**config.mk**
```make
export PLATFORM = sky130hd
export DESIGN_NAME = dpsem_host
export DESIGN_NICKNAME = d
export VERILOG_FILES = /design/src/core/dpsem_host_pkg.sv /design/src/core/dpsem_host.sv
export SDC_FILE = /design/constraint.sdc
export NUM_CORES = 1
export LEC_CHECK = 0
export BUFFER_PORTS_ARGS = -buffer_cell sky130_fd_sc_hd__buf_2
export CORE_MARGIN = 1.5
export CORE_UTILIZATION = 55
export CTS_CLUSTER_SIZE = 16
export DETAILED_ROUTE_END_ITERATION = 10
export PLACE_DENSITY = 0.8
export SYNTH_ARGS = -nofsm -noshare
export SYNTH_HDL_FRONTEND = slang
export SYNTH_SLANG_ARGS = --single-unit
```
**constraint.sdc**
```tcl
create_clock -name mclk -period 3.07 [get_ports mclk]
set_input_delay 0.4605 -clock mclk [delete_from_list [all_inputs] [get_ports mclk]]
set_output_delay 0.4605 -clock mclk [all_outputs]
set_load 0.05 [all_outputs]
```
**src/core/dpsem_host_pkg.sv**
```systemverilog
// Constants, register map and state codes for the dual-port semaphore and mailbox host.
package dpsem_host_pkg;

	localparam int DATA_W  = 36;
	localparam int LANES   = 4;
	localparam int LATCHES = 8;

	// Host register map, byte addresses of aligned 32-bit words.
	localparam logic [4:0] CTRL_OFS     = 5'h00;
	localparam logic [4:0] ADDR_OFS     = 5'h04;
	localparam logic [4:0] WDATA_LO_OFS = 5'h08;
	localparam logic [4:0] WDATA_HI_OFS = 5'h0C;
	localparam logic [4:0] RDATA_LO_OFS = 5'h10;
	localparam logic [4:0] RDATA_HI_OFS = 5'h14;
	localparam logic [4:0] STATUS_OFS   = 5'h18;

	// Control word fields.
	localparam int CTRL_START_BIT = 0;
	localparam int CTRL_OP_LSB    = 1;
	localparam int CTRL_LANE_LSB  = 4;
	localparam int CTRL_ABORT_BIT = 8;

	// Status word fields.
	localparam int STAT_BUSY_BIT    = 0;
	localparam int STAT_GRANT_BIT   = 1;
	localparam int STAT_CONTEND_BIT = 2;
	localparam int STAT_MBOX_BIT    = 3;
	localparam int STAT_OWNED_LSB   = 8;

	// Timing, in nanoseconds at a 100 ns clock.
	localparam int CLK_PERIOD_NS     = 100;
	localparam int RECOVERY_GAP_NS   = 100;
	localparam int STROBE_WIDTH_NS   = 100;
	localparam int RECOVERY_GAP_CYC  = (RECOVERY_GAP_NS + CLK_PERIOD_NS - 1) / CLK_PERIOD_NS;
	localparam int STROBE_WIDTH_CYC  = (STROBE_WIDTH_NS + CLK_PERIOD_NS - 1) / CLK_PERIOD_NS;

	localparam logic [31:0] RESET_WORD = 32'h0000_0000;

	typedef enum logic [2:0] {
		OP_MEM_WRITE = 3'h0,
		OP_MEM_READ  = 3'h1,
		OP_SEM_REQ   = 3'h2,
		OP_SEM_REL   = 3'h3,
		OP_SEM_READ  = 3'h4,
		OP_MBOX_SEND = 3'h5,
		OP_MBOX_READ = 3'h6,
		OP_NONE      = 3'h7
	} op_e;

	typedef enum logic [2:0] {
		ST_IDLE    = 3'h0,
		ST_SETUP   = 3'h1,
		ST_STROBE  = 3'h2,
		ST_RELEASE = 3'h3,
		ST_GAP     = 3'h4
	} state_e;

endpackage : dpsem_host_pkg

```
**src/core/dpsem_host.sv**
```systemverilog
// Host controller driving the left port of a dual-port RAM with semaphores and mailboxes.
//
// Behaviour
// - To claim a latch, write zero to it, then read it back.
// - Between latch write and read-back, drop select and enable for the gap.
// - Read-back 0 means owned; read-back 1 means held elsewhere, keep polling.
// - Latch select acts as chip select; memory select stays inactive for latch access.
`timescale 1ns/1ps

module dpsem_host #(
	parameter int ADDR_W = 14
) (
	input  wire logic                           mclk,
	input  wire logic                           rst_n,
	input  wire logic [4:0]                     avs_address,
	input  wire logic                           avs_read,
	input  wire logic                           avs_write,
	input  wire logic [31:0]                    avs_writedata,
	output logic      [31:0]                    avs_readdata,
	output logic                                avs_waitrequest,
	output logic      [ADDR_W-1:0]              dp_addr,
	output logic      [dpsem_host_pkg::DATA_W-1:0] dp_data_o,
	input  wire logic [dpsem_host_pkg::DATA_W-1:0] dp_data_i,
	output logic                                dp_data_oe,
	output logic                                dp_ce_n,
	output logic                                dp_rw,
	output logic                                dp_oe_n,
	output logic      [dpsem_host_pkg::LANES-1:0] dp_lane_select_n,
	output logic                                dp_latch_select_n,
	input  wire logic                           dp_int_n,
	input  wire logic                           dp_busy_n
);
	import dpsem_host_pkg::*;

	// Own mailbox is the second-top word, the opposite one the top word.
	localparam logic [ADDR_W-1:0] MBOX_OTHER = {ADDR_W{1'b1}};
	localparam logic [ADDR_W-1:0] MBOX_OWN   = {{(ADDR_W-1){1'b1}}, 1'b0};
	localparam logic [7:0] GAP_CNT    = 8'(RECOVERY_GAP_CYC);
	localparam logic [7:0] STROBE_CNT = 8'(STROBE_WIDTH_CYC);

	state_e                state_r, state_nxt;
	op_e                   op_r, op_nxt;
	logic                  phase_wr_r, phase_wr_nxt;
	logic [7:0]            cnt_r, cnt_nxt;
	logic                  abort_r, abort_nxt;
	logic                  grant_r, grant_nxt;
	logic                  contend_r, contend_nxt;
	logic [LATCHES-1:0]    owned_r, owned_nxt;
	logic [ADDR_W-1:0]     cfg_addr_r, cfg_addr_nxt;
	logic [DATA_W-1:0]     wdata_r, wdata_nxt;
	logic [DATA_W-1:0]     rdata_r, rdata_nxt;
	logic [31:0]           readdata_r, readdata_nxt;
	logic                  waitreq_r, waitreq_nxt;
	logic [ADDR_W-1:0]     addr_r, addr_nxt;
	logic [DATA_W-1:0]     dout_r, dout_nxt;
	logic                  doe_r, doe_nxt;
	logic                  ce_n_r, ce_n_nxt;
	logic                  rw_r, rw_nxt;
	logic                  oe_n_r, oe_n_nxt;
	logic [LANES-1:0]      lane_n_r, lane_n_nxt;
	logic [LANES-1:0]      lane_n_cfg_r, lane_n_cfg_nxt;
	logic                  sem_n_r, sem_n_nxt;
	logic                  acc_sem;
	logic                  bus_wr;
	logic [31:0]           status_word;
	logic [2:0]            sem_idx;

	assign acc_sem = (op_r == OP_SEM_REQ) || (op_r == OP_SEM_REL) || (op_r == OP_SEM_READ);
	assign bus_wr  = avs_write && !waitreq_r;
	assign sem_idx = cfg_addr_r[2:0];

	always_comb begin
		status_word = RESET_WORD;
		status_word[STAT_BUSY_BIT] = (state_r != ST_IDLE);
		status_word[STAT_GRANT_BIT] = grant_r;
		status_word[STAT_CONTEND_BIT] = contend_r;
		status_word[STAT_MBOX_BIT] = !dp_int_n;
		status_word[STAT_OWNED_LSB +: LATCHES] = owned_r;
	end

	always_comb begin
		state_nxt = state_r;
		op_nxt = op_r;
		phase_wr_nxt = phase_wr_r;
		cnt_nxt = cnt_r;
		abort_nxt = abort_r;
		grant_nxt = grant_r;
		contend_nxt = contend_r;
		owned_nxt = owned_r;
		cfg_addr_nxt = cfg_addr_r;
		wdata_nxt = wdata_r;
		rdata_nxt = rdata_r;
		readdata_nxt = readdata_r;
		waitreq_nxt = 1'b1;
		addr_nxt = addr_r;
		dout_nxt = dout_r;
		doe_nxt = doe_r;
		ce_n_nxt = ce_n_r;
		rw_nxt = rw_r;
		oe_n_nxt = oe_n_r;
		lane_n_nxt = lane_n_r;
		lane_n_cfg_nxt = lane_n_cfg_r;
		sem_n_nxt = sem_n_r;

		// One wait cycle, then a single-cycle acknowledge with read data already standing.
		if ((avs_read || avs_write) && waitreq_r) begin
			waitreq_nxt = 1'b0;
			unique case (avs_address)
				ADDR_OFS:     readdata_nxt = 32'(cfg_addr_r);
				WDATA_LO_OFS: readdata_nxt = wdata_r[31:0];
				WDATA_HI_OFS: readdata_nxt = {28'h000_0000, wdata_r[DATA_W-1:32]};
				RDATA_LO_OFS: readdata_nxt = rdata_r[31:0];
				RDATA_HI_OFS: readdata_nxt = {28'h000_0000, rdata_r[DATA_W-1:32]};
				STATUS_OFS:   readdata_nxt = status_word;
				default:      readdata_nxt = RESET_WORD;
			endcase
		end

		if (bus_wr) begin
			unique case (avs_address)
				ADDR_OFS:     cfg_addr_nxt = avs_writedata[ADDR_W-1:0];
				WDATA_LO_OFS: wdata_nxt[31:0] = avs_writedata;
				WDATA_HI_OFS: wdata_nxt[DATA_W-1:32] = avs_writedata[3:0];
				CTRL_OFS: begin
					if (state_r == ST_IDLE && avs_writedata[CTRL_START_BIT]) begin
						op_nxt = op_e'(avs_writedata[CTRL_OP_LSB +: 3]);
						abort_nxt = 1'b0;
						grant_nxt = 1'b0;
						contend_nxt = 1'b0;
						// An empty lane mask would make a chip-enabled access with no lane selected.
						if (avs_writedata[CTRL_LANE_LSB +: LANES] == 4'h0) begin
							lane_n_cfg_nxt = 4'h0;
						end else begin
							lane_n_cfg_nxt = ~avs_writedata[CTRL_LANE_LSB +: LANES];
						end
					end else if (state_r != ST_IDLE && avs_writedata[CTRL_ABORT_BIT]) begin
						abort_nxt = 1'b1;
					end
				end
				default: begin
				end
			endcase
		end

		unique case (state_r)
			ST_IDLE: begin
				if (op_nxt != OP_NONE && op_r == OP_NONE) begin
					state_nxt = ST_SETUP;
					phase_wr_nxt = (op_nxt == OP_MEM_WRITE) || (op_nxt == OP_SEM_REQ) ||
						(op_nxt == OP_SEM_REL) || (op_nxt == OP_MBOX_SEND);
					unique case (op_nxt)
						OP_SEM_REQ, OP_SEM_REL, OP_SEM_READ: begin
							addr_nxt = {{(ADDR_W-3){1'b0}}, cfg_addr_nxt[2:0]};
							sem_n_nxt = 1'b0;
							ce_n_nxt = 1'b1;
							lane_n_nxt = 4'hF;
							dout_nxt = {{(DATA_W-1){1'b0}}, (op_nxt == OP_SEM_REL)};
						end
						OP_MBOX_SEND, OP_MBOX_READ: begin
							addr_nxt = (op_nxt == OP_MBOX_SEND) ? MBOX_OTHER : MBOX_OWN;
							ce_n_nxt = 1'b0;
							lane_n_nxt = 4'h0;
							dout_nxt = wdata_nxt;
						end
						default: begin
							addr_nxt = cfg_addr_nxt;
							ce_n_nxt = 1'b0;
							lane_n_nxt = lane_n_cfg_nxt;
							dout_nxt = wdata_nxt;
						end
					endcase
					doe_nxt = phase_wr_nxt;
					cnt_nxt = STROBE_CNT;
				end
			end
			ST_SETUP: begin
				state_nxt = ST_STROBE;
				rw_nxt = !phase_wr_r;
				oe_n_nxt = phase_wr_r;
			end
			ST_STROBE: begin
				if (cnt_r > 8'h01) begin
					cnt_nxt = cnt_r - 8'h01;
				end else begin
					// The strobe ends one cycle before the selects drop.
					// The device then sees the write edge while its select still stands.
					state_nxt = ST_RELEASE;
					rw_nxt = 1'b1;
					oe_n_nxt = 1'b1;
					if (!phase_wr_r) begin
						rdata_nxt = dp_data_i;
					end
					if (!dp_busy_n) begin
						contend_nxt = 1'b1;
					end
				end
			end
			ST_RELEASE: begin
				rw_nxt = 1'b1;
				oe_n_nxt = 1'b1;
				sem_n_nxt = 1'b1;
				ce_n_nxt = 1'b1;
				lane_n_nxt = 4'hF;
				doe_nxt = 1'b0;
				state_nxt = ST_IDLE;
				op_nxt = OP_NONE;
				if (op_r == OP_SEM_REQ) begin
					if (phase_wr_r) begin
						state_nxt = ST_GAP;
						op_nxt = op_r;
						cnt_nxt = GAP_CNT;
					end else if (!rdata_r[0]) begin
						owned_nxt[sem_idx] = 1'b1;
						grant_nxt = 1'b1;
					end else if (!abort_r) begin
						state_nxt = ST_GAP;
						op_nxt = op_r;
						cnt_nxt = GAP_CNT;
					end
				end else if (op_r == OP_SEM_REL) begin
					owned_nxt[sem_idx] = 1'b0;
				end else if (op_r == OP_SEM_READ) begin
					grant_nxt = !rdata_r[0];
				end
			end
			ST_GAP: begin
				// Select and output enable stay inactive for the whole gap.
				if (cnt_r > 8'h01) begin
					cnt_nxt = cnt_r - 8'h01;
				end else begin
					state_nxt = ST_SETUP;
					phase_wr_nxt = 1'b0;
					sem_n_nxt = 1'b0;
					cnt_nxt = STROBE_CNT;
				end
			end
			default: begin
				state_nxt = ST_IDLE;
			end
		endcase
	end

	always_ff @(posedge mclk) begin
		if (!rst_n) begin
			state_r <= ST_IDLE;
			op_r <= OP_NONE;
			phase_wr_r <= 1'b0;
			cnt_r <= 8'h00;
			abort_r <= 1'b0;
			grant_r <= 1'b0;
			contend_r <= 1'b0;
			owned_r <= 8'h00;
			cfg_addr_r <= '0;
			wdata_r <= '0;
			rdata_r <= '0;
			readdata_r <= RESET_WORD;
			waitreq_r <= 1'b1;
			addr_r <= '0;
			dout_r <= '0;
			doe_r <= 1'b0;
			ce_n_r <= 1'b1;
			rw_r <= 1'b1;
			oe_n_r <= 1'b1;
			lane_n_r <= 4'hF;
			lane_n_cfg_r <= 4'h0;
			sem_n_r <= 1'b1;
		end else begin
			state_r <= state_nxt;
			op_r <= op_nxt;
			phase_wr_r <= phase_wr_nxt;
			cnt_r <= cnt_nxt;
			abort_r <= abort_nxt;
			grant_r <= grant_nxt;
			contend_r <= contend_nxt;
			owned_r <= owned_nxt;
			cfg_addr_r <= cfg_addr_nxt;
			wdata_r <= wdata_nxt;
			rdata_r <= rdata_nxt;
			readdata_r <= readdata_nxt;
			waitreq_r <= waitreq_nxt;
			addr_r <= addr_nxt;
			dout_r <= dout_nxt;
			doe_r <= doe_nxt;
			ce_n_r <= ce_n_nxt;
			rw_r <= rw_nxt;
			oe_n_r <= oe_n_nxt;
			lane_n_r <= lane_n_nxt;
			lane_n_cfg_r <= lane_n_cfg_nxt;
			sem_n_r <= sem_n_nxt;
		end
	end

	assign avs_readdata = readdata_r;
	assign avs_waitrequest = waitreq_r;
	assign dp_addr = addr_r;
	assign dp_data_o = dout_r;
	assign dp_data_oe = doe_r;
	assign dp_ce_n = ce_n_r;
	assign dp_rw = rw_r;
	assign dp_oe_n = oe_n_r;
	assign dp_lane_select_n = lane_n_r;
	assign dp_latch_select_n = sem_n_r;

endmodule : dpsem_host

```
==> results of run 1 <==
cell type report:
class,count,area (um^2),share of cell area
sequential,208,4160,0.405
multi-input combinational,669,4010,0.390
timing repair buffer,198,1100,0.107
clock buffer,32,649,0.0632
tap,188,235,0.0229
clock inverter,7,88.8,0.00864
inverter,7,28.8,0.00280
antenna,3,7.51,0.000730
stage by stage:
step,utilization,instances,hold slack [ns],cell area [um^2]
after floorplan,-,958,0.434,8490
after global placement,0.629,1270,0.439,9530
after detailed placement,0.629,1270,0.444,9530
after CTS,0.678,1309,0.185,10300
after global routing,0.678,1311,0.199,10300
final,0.679,1312,0.197,10300
sequential cells by signal, summed over array words and instances (netlist names), named ones only:
name,cells
abort_r,1
avs_readdata,32
avs_waitrequest,1
cfg_addr_r,14
cnt_r,8
contend_r,1
dp_addr,14
dp_ce_n,1
dp_data_o,36
dp_data_oe,1
dp_lane_select_n,4
dp_latch_select_n,1
dp_oe_n,1
dp_rw,1
grant_r,1
lane_n_cfg_r,4
op_r,3
phase_wr_r,1
rdata_r,36
state_r,3
wdata_r,36
synthesized netlist by cell type (6+ instances only):
cell,count,share of area
a21o_1,7,0.0062
a21oi_1,80,0.047
a221oi_1,6,0.0062
a222oi_1,10,0.012
a22o_1,20,0.021
a22oi_1,23,0.020
and2_1,22,0.016
buf_2,12,0.0071
clkbuf_1,56,0.025
dfxtp_1,208,0.49
inv_1,6,0.0027
mux2i_1,43,0.051
nand2_1,156,0.069
nand3_1,12,0.0071
nand4_1,6,0.0044
nor2_1,74,0.033
nor2b_1,10,0.0074
nor3_1,28,0.017
o211a_1,12,0.014
o21ai_0,45,0.027
o22a_1,16,0.017
worst paths after layout:
path,from,endpoint,slack (ns),cells after the start
worst max-delay path,state_r[1],rdata_r[16],0.55,6
worst max register to register,state_r[1],rdata_r[16],0.55,6
worst min-delay path,dp_data_i[9],rdata_r[9],0.20,3
worst min register to register,rdata_r[19],rdata_r[19],0.45,2
where the power goes:
group	leakage, uW	switching, uW	internal, uW
Clock	0.000366	1070	1630
Sequential	0.00168	64.6	2770
Combinational	0.00246	408	209
Total	0.00450	1540	4610
critical path, cell delays in order, from the launching register on:
cell     delay (ns)
dfxtp_1        0.61
or3b_2         0.57
or4_4          0.49
or2_1          0.22
buf_4          0.27
nand2_1        0.13
a21oi_1        0.07
kinds of logic (layout without fill, tap and decap cells):
logic type	after synthesis	count (layout)	synth area share
AOI/OAI and AO/OA	259	259	0.208
DFF	208	208	0.491
muxes	46	46	0.0547
adders and majority gates	3	3	0.00413
other	0	3	0
and+or+nand+nor	356	356	0.197
xor gates and xnor gates	5	5	0.00516
buffers and inverters	81	244	0.0407
metal layers:
metal / GRT usage / vias to the layer above / wire (um)
met1: 0.395 / 3805 / 10300
met4: 0.123 / 0 / 756
met3: 0.0431 / 52 / 2070
met2: 0.499 / 413 / 11800
met5: 0 / - / 0
li1: - / 3722 / -
==> metrics, run 1 <==
status=complete, no violations; Max Freq=396 MHz; largest net degree at the start of global routing=58; total power=6150 uW; die area=16200 um^2; Setup-failing EPs final=0; Netlist Area Pre-Place=8490 um^2; min Tclk post-route=about 2.5 ns; antenna violations before repair=2; Worst Path Class, Setup=register to register; vias in the first global route=7481; Ys Warns=0; final wirelength=24900 um; cts repair resizes=0; num rows=45; most common flop cell mapped by yosys=dfxtp_1; Syn Nets=1039; Post-CTS Hold Buffers=0; drt pass-1 iters=8; area grow syn2layout=21.1%; final-stage net count=1187; PnR worst setup slack=0.548 ns; fillers=about 1200; Tot GR Track Use=0.300; Crit Path Max Fanout=36; dpl ws=0.514 ns; register area share after synthesis=0.491; vias per cell=roughly 6; Longest Clk Path Bufs=3; DRC=0; vias=7992; Avg Cell Area, Syn=8.86 um^2; Die W=around 130 um; number of CTS-inserted buffers=22; maximum vdd drop=around 0.41 mV; first-pass GRT wire length=38700 um; final max-slew violation count=0; Max Cap Violations=0; root buffer cell=clkbuf_16; Req. time, crit path=3.43 ns; flops & latches, synth=approximately 210; skew final=0.0124 ns; setup TNS=0 ns; RD Place Congestion=0.888; share of layout cells above drive strength 1=0.226; gr ovfl total=0; Post-DP HPWL=16500 um; crit path DAT=2.88 ns; CTS H-Tree Depth=1; PwrDens=599 nW/um^2; Post-CTS Setup Bufs=0; Clk pin slew, worst setup/hold paths=0.06 ns; CTS tree=built; Port Buffers=170; I/O pins=between 150 and 200; Lkg Pwr=0.00450 uW; share of async-settable or async-resettable flops after synthesis=0; initial core utilization=0.560; commonest non-fill, non-tap cell in the layout=dfxtp_1; Gate Count Post-Synth=between 900 and 1000; Num Clock Sinks=208; core box area=between 15000 and 20000 um^2; Final Cycle Share=0.822; WL per Instance=about 19 um; Yosys cell types=between 60 and 70; Hold Vio Cnt, Final=0; EDFF count, synth=0; RSZ-0062 raised after global routing=no; 1st-iter DRT viols=approximately 900; Worst Hold Class=input pin to register; Max transition margin=0.401; CP Launch Type=register; Worst-Skew Late Latency=around 0.5 ns; worst slew pin tran=around 0.89 ns; die height=between 100 and 150 um; Final ANT Viol Nets=0; commonest non-fill, non-tap cells in the layout=208 x dfxtp_1, 170 x buf_2, 156 x nand2_1; crit end category=register
(Power assumes the default switching activity.)
==> inputs of run 2 (changes only) <==
clock period = 2.4 ns   (was 3.07 ns; I/O delays follow)
==> run 2 against run 1 <==
- sequential share of layout area decreased by 1.1 points
- highest routed layer unchanged
- utilization increased by 1.9 points
- clock skew fell by 0.0056 ns
- critical endpoint is now cnt_r[7]
- largest cell class unchanged
==> metrics, run 2 (synthesis results as in run 1) <==
CTS H-Tree Depth=1 (unchanged); register share of total power=0.448 (was 0.460); final max-slew violation count=0 (unchanged); Port Buffers=170 (unchanged); RD Place Congestion=0.911 (was 0.888); worst hold margin=0.0876 ns (was 0.197 ns); CP max stage cell=o31ai_2 (was dfxtp_1); NetSw=2030 uW (was 1540 uW); gr busiest metal=met2 (unchanged); Max transition margin=0.568 (was 0.401); crit end category=register (unchanged); maximum vdd drop=0.595 mV (was 0.410 mV); Post-CTS Hold Buffers=0 (unchanged); Longest Clk Path Bufs=3 (unchanged); crit path DAT=2.66 ns (was 2.88 ns); core box area=15100 um^2 (unchanged); Critical Path, Cell by Cell=or4_4, o31ai_2, nand2_1, a211o_1, a31o_2 (was or3b_2, or4_4, or2_1, buf_4, nand2_1, a21oi_1); PwrDens=763 nW/um^2 (was 599 nW/um^2); vias in the first global route=7573 (was 7481); die height=127 um (unchanged); Num Clock Sinks=208 (unchanged); Max Freq=444 MHz (was 396 MHz); clock share of power=0.441 (was 0.439); Post-DP HPWL=17100 um (was 16500 um); final cell count without fillers=1335 (was 1312); drt pass-1 iters=8 (unchanged); first-pass GRT wire length=39100 um (was 38700 um); antenna violations before repair=1 (was 2); Setup-failing EPs final=0 (unchanged); Final ANT Viol Nets=0 (unchanged); GR Util met3=0.0419 (was 0.0431); Tot GR Track Use=0.302 (was 0.300); min Tclk post-route=2.25 ns (was 2.52 ns); Post-CTS Setup Bufs=0 (unchanged); setup TNS=0 ns (unchanged); root buffer cell=clkbuf_16 (unchanged); Hold Vio Cnt, Final=0 (unchanged); Clk pin slew, worst setup/hold paths=0.06 ns (about the same); Comb pwr share=0.111 (was 0.100); vias per cell=6.05 (was 6.09); die area=16200 um^2 (unchanged); WL per Instance=18.7 um (was 19.0 um); area grow syn2layout=24.4% (was 21.1%); RSZ-0062 raised after global routing=no (unchanged); switching share of power=0.253 (was 0.251); DRC=0 (unchanged); Worst path max stage delay=0.55 ns (was 0.61 ns); Worst-Skew Late Latency=0.51 ns (about the same); Global Route met1 Usage=0.392 (was 0.395); vias=8075 (was 7992); number of CTS-inserted buffers=22 (unchanged); gr ovfl total=0 (unchanged); cts repair resizes=0 (unchanged); share of layout cells above drive strength 1=0.243 (was 0.226); Req. time, crit path=2.81 ns (was 3.43 ns); final wirelength=24900 um (about the same); worst slew pin tran=0.648 ns (was 0.890 ns); Max Cap Violations=0 (unchanged); total power=8060 uW (was 6150 uW); Final Cycle Share=0.938 (was 0.822); I/O pins=171 (unchanged); largest net degree at the start of global routing=52 (was 58); num rows=45 (unchanged); Crit Path Max Fanout=6 (was 36); 1st-iter DRT viols=690 (was 881); GR Layer Usage met2=0.512 (was 0.499); status=complete, no violations (unchanged); Worst Path Class, Setup=register to register (unchanged); internal power=6020 uW (was 4610 uW); Lkg Pwr=0.00465 uW (was 0.00450 uW); CP Launch Type=register (unchanged); final-stage net count=1212 (was 1187); Core Util, Final=0.697 (was 0.679); Die W=127 um (unchanged); CTS tree=built (unchanged); commonest non-fill, non-tap cells in the layout=208 x dfxtp_1, 170 x buf_2, 156 x nand2_1 (unchanged); commonest non-fill, non-tap cell in the layout=dfxtp_1 (unchanged); DP Cell Count=1295 (was 1270); skew final=0.00675 ns (was 0.0124 ns); initial core utilization=0.560 (unchanged); Worst Hold Class=input pin to register (unchanged)
-- run 2: layout make-up --
class / instances / area, um^2
clock inverters: 9 / 141
well taps: 188 / 235
clock buffers: 30 / 621
multi-input cells: 669 / 4010
inverters: 7 / 28.8
diodes: 1 / 2.50
repair buffers: 223 / 1360
fillers: 1181 / 4590
flip-flops and latches: 208 / 4160
-- run 2: per-stage QoR --
stage               worst slack, ns  instance area, um^2
global route                 0.0726                10600
CTS                           0.166                10600
global placement              0.211                 9800
floorplan                     0.193                 8490
detailed placement            0.177                 9800
finish                        0.149                10600
-- run 2: layer usage --
metal  vias up  wire length, um
li1       3771                -
met5         -                0
met3        54             1750
met2       371            11900
met1      3879            10500
met4         0              853
-- run 2: path summary, 6_finish.rpt --
kind	start	end	slack, ns	cells after the start
worst max-delay path	cnt_r[3]	cnt_r[7]	0.15	5
worst min-delay path	dp_data_i[10]	rdata_r[10]	0.09	3
worst min register to register	rdata_r[16]	rdata_r[16]	0.46	2
worst max register to register	cnt_r[3]	cnt_r[7]	0.15	5
-- run 2: power by group through the flow --
| stage | sequential, uW | combinational (uW) | clock [uW] |
|---|---|---|---|
| final | 3610 | 893 | 3550 |
| after global placement | 3680 | 866 | 0 |
| after floorplan | 3700 | 508 | 0 |
| after detailed placement | 3690 | 873 | 0 |
| after global routing | 3620 | 975 | 3720 |
| after CTS | 3610 | 884 | 3570 |
-- run 2: critical path, delay by kind of cell, from the launching register on --
kind             cells  cell delay, ns
AO/OA/AOI/OAI        3            1.07
AND/OR/NAND/NOR      2            0.71
flip-flops           1            0.36
==> inputs of run 3 (changes only) <==
CELL_PAD_IN_SITES_DETAIL_PLACEMENT = 1   (was not set)
CELL_PAD_IN_SITES_GLOBAL_PLACEMENT = 2   (was not set)
CORE_UTILIZATION = 33   (was 55)
GPL_TIMING_DRIVEN = 0   (was not set)
PLACE_DENSITY = not set   (was 0.8)
PLACE_DENSITY_LB_ADDON = 0.1   (was not set)
==> run 3 against run 2 <==
- the run now ends with negative setup slack left
- combinational power is 15% higher
- die area is 65% higher
- clock power rose by 14%
- final cell count grew 13%
- setup slack got worse by 0.15 ns
- power up 8.2%
- routed wire length up 29%
- register-to-register slack got worse by 0.15 ns
- clock-buffer cell count increased by 6
- maximum frequency decreased by 6.4%
- critical endpoint is now rdata_r[29]
==> metrics, run 3 (synthesis results as in run 1) <==
Req. time, crit path=2.77 ns (was 2.81 ns); Hold Vio Cnt, Final=0 (unchanged); vias per cell=5.29 (was 6.05); Num Clock Sinks=208 (unchanged); WL per Instance=21.3 um (was 18.7 um); Max Freq=416 MHz (was 444 MHz); R2R depth=7 (was 5); final max-slew violation count=0 (unchanged); violated checks=negative setup slack; largest net degree at the start of global routing=20 (was 52); Die W=163 um (was 127 um); internal power=6440 uW (was 6020 uW); skew final=0.0174 ns (was 0.00675 ns); final-stage net count=1239 (was 1212); 1st-iter DRT viols=399 (was 690); setup TNS=-0.00663 ns (was 0 ns); core box area=25200 um^2 (was 15100 um^2); root buffer cell=clkbuf_16 (unchanged); Lkg Pwr=0.00470 uW (was 0.00465 uW); Comb pwr share=0.118 (was 0.111); Final ANT Viol Nets=0 (unchanged); commonest non-fill, non-tap cell in the layout=dfxtp_1 (unchanged); Hold Path Stages=3 (unchanged); switching share of power=0.262 (was 0.253); Final Cycle Share=1.00 (was 0.938); Worst Hold Class=input pin to register (unchanged); gr ovfl total=0 (unchanged); area grow syn2layout=30.6% (was 24.4%); total power=8720 uW (was 8060 uW); Max transition margin=0.311 (was 0.568); min Tclk post-route=2.40 ns (was 2.25 ns); number of CTS-inserted buffers=25 (was 22); Worst-Skew Late Latency=0.52 ns (was 0.51 ns); vias=7966 (was 8075); commonest non-fill, non-tap cells in the layout=204 x dfxtp_1, 173 x buf_2, 135 x nand2_1 (was 208 x dfxtp_1, 170 x buf_2, 156 x nand2_1); num rows=58 (was 45); Longest Clk Path Bufs=3 (unchanged); crit end category=register (unchanged); initial core utilization=0.337 (was 0.560); I/O pins=171 (unchanged); clock share of power=0.466 (was 0.441); Setup-failing EPs final=2 (was 0); Tot GR Track Use=0.241 (was 0.302); ANT cells=0 (was 1); Clk pin slew, worst setup/hold paths=0.06 ns (about the same); final wirelength=32100 um (was 24900 um); maximum vdd drop=0.518 mV (was 0.595 mV); RD Place Congestion=0.796 (was 0.911); crit path DAT=2.77 ns (was 2.66 ns); antenna violations before repair=0 (was 1); status=complete, but fails checks (was complete, no violations); drt pass-1 iters=5 (was 8); RSZ-0062 raised after global routing=yes (was no); first-pass GRT wire length=48700 um (was 39100 um); fillers=2976 (was 1181); vias in the first global route=8027 (was 7573); worst slew pin tran=1.02 ns (was 0.648 ns); die area=26700 um^2 (was 16200 um^2); share of layout cells above drive strength 1=0.263 (was 0.243); Max Cap Violations=0 (unchanged); CTS H-Tree Depth=1 (unchanged); register share of total power=0.416 (was 0.448); CP Launch Type=register (unchanged); Core Util, Final=0.440 (was 0.697); Port Buffers=166 (was 170); DRC=0 (unchanged); Worst Path Class, Setup=register to register (unchanged); Post-DP HPWL=23700 um (was 17100 um); PwrDens=787 nW/um^2 (was 763 nW/um^2); PnR worst setup slack=-0.00369 ns (was 0.149 ns); Crit Path Max Fanout=8 (was 6); NetSw=2280 uW (was 2030 uW); die height=163 um (was 127 um); CTS tree=built (unchanged)
-- run 3: cell count changes in the layout (fill, tap and decap cells not counted), moves of 3 or more --
cell / delta
clkbuf_1: +46
buf_2: +3
a21oi_2: +18
clkbuf_2: +3
nand2_2: +10
dfxtp_2: +3
buf_4: -32
dfxtp_1: -4
nand2_4: +11
a21oi_1: -18
clkbuf_16: +5
nand2_1: -21
clkbuf_8: +5
buf_12: -5
-- run 3: final cells by class --
type | instances | area, um^2 | share of cell area
Clock inverter | 10 | 136 | 0.0123
Tap cell | 330 | 413 | 0.0373
Timing Repair Buffer | 179 | 988 | 0.0892
Inverter | 7 | 26.3 | 0.00237
Multi-Input combinational cell | 669 | 4250 | 0.384
Clock buffer | 36 | 757 | 0.0683
Buffer | 68 | 338 | 0.0305
Sequential cell | 208 | 4170 | 0.376
-- run 3: power groups by stage --
stage	registers (uW)	clock network [uW]	logic, uW
floorplan	3700	0	508
global placement	3690	0	850
detailed placement	3700	0	855
CTS	3620	4130	892
global route	3640	4260	1130
finish	3630	4060	1030
-- run 3: final timing paths --
kind,to,start,slack [ns]
hold / removal,rdata_r[9],dp_data_i[9],0.08
setup / recovery,rdata_r[29],cnt_r[2],-0.004
hold reg to reg,rdata_r[23],rdata_r[23],0.46
setup reg to reg,rdata_r[29],cnt_r[2],-0.004
-- run 3: stage by stage --
step	instances	area [um^2]	worst slack [ns]	hold slack [ns]
floorplan	958	8490	0.193	0.434
detailed placement	1454	9730	-0.994	0.447
global placement	1454	9730	-0.967	0.443
CTS	1502	10700	0.0265	0.0589
global route	1507	11100	-0.0513	0.0903
finish	1507	11100	-0.00369	0.0844
-- run 3: repair_timing --
item	in CTS	in global routing
hold endpoints to repair	0	0
endpoints found under the setup margin	89	82
hold buffers	0	0
resized for setup	16	70
pin swaps	3	24
gates cloned	0	2
buffers inserted	5	6
-- run 3: layer usage --
| metal | part of all wire | GRT usage | vias up |
|---|---|---|---|
| li1 | - | - | 3828 |
| met1 | 0.46 | 0.326 | 3893 |
| met2 | 0.48 | 0.411 | 210 |
| met3 | 0.043 | 0.0292 | 35 |
| met4 | 0.018 | 0.0505 | 0 |
| met5 | 0 | 0 | - |
-- run 3: worst max-delay path, cell delays in order (launching register included) --
cell,delay (ns)
dfxtp_4,0.36
or4_4,0.58
or4_4,0.60
or2_4,0.29
buf_12,0.16
clkbuf_16,0.17
nand2_2,0.07
a21oi_2,0.05
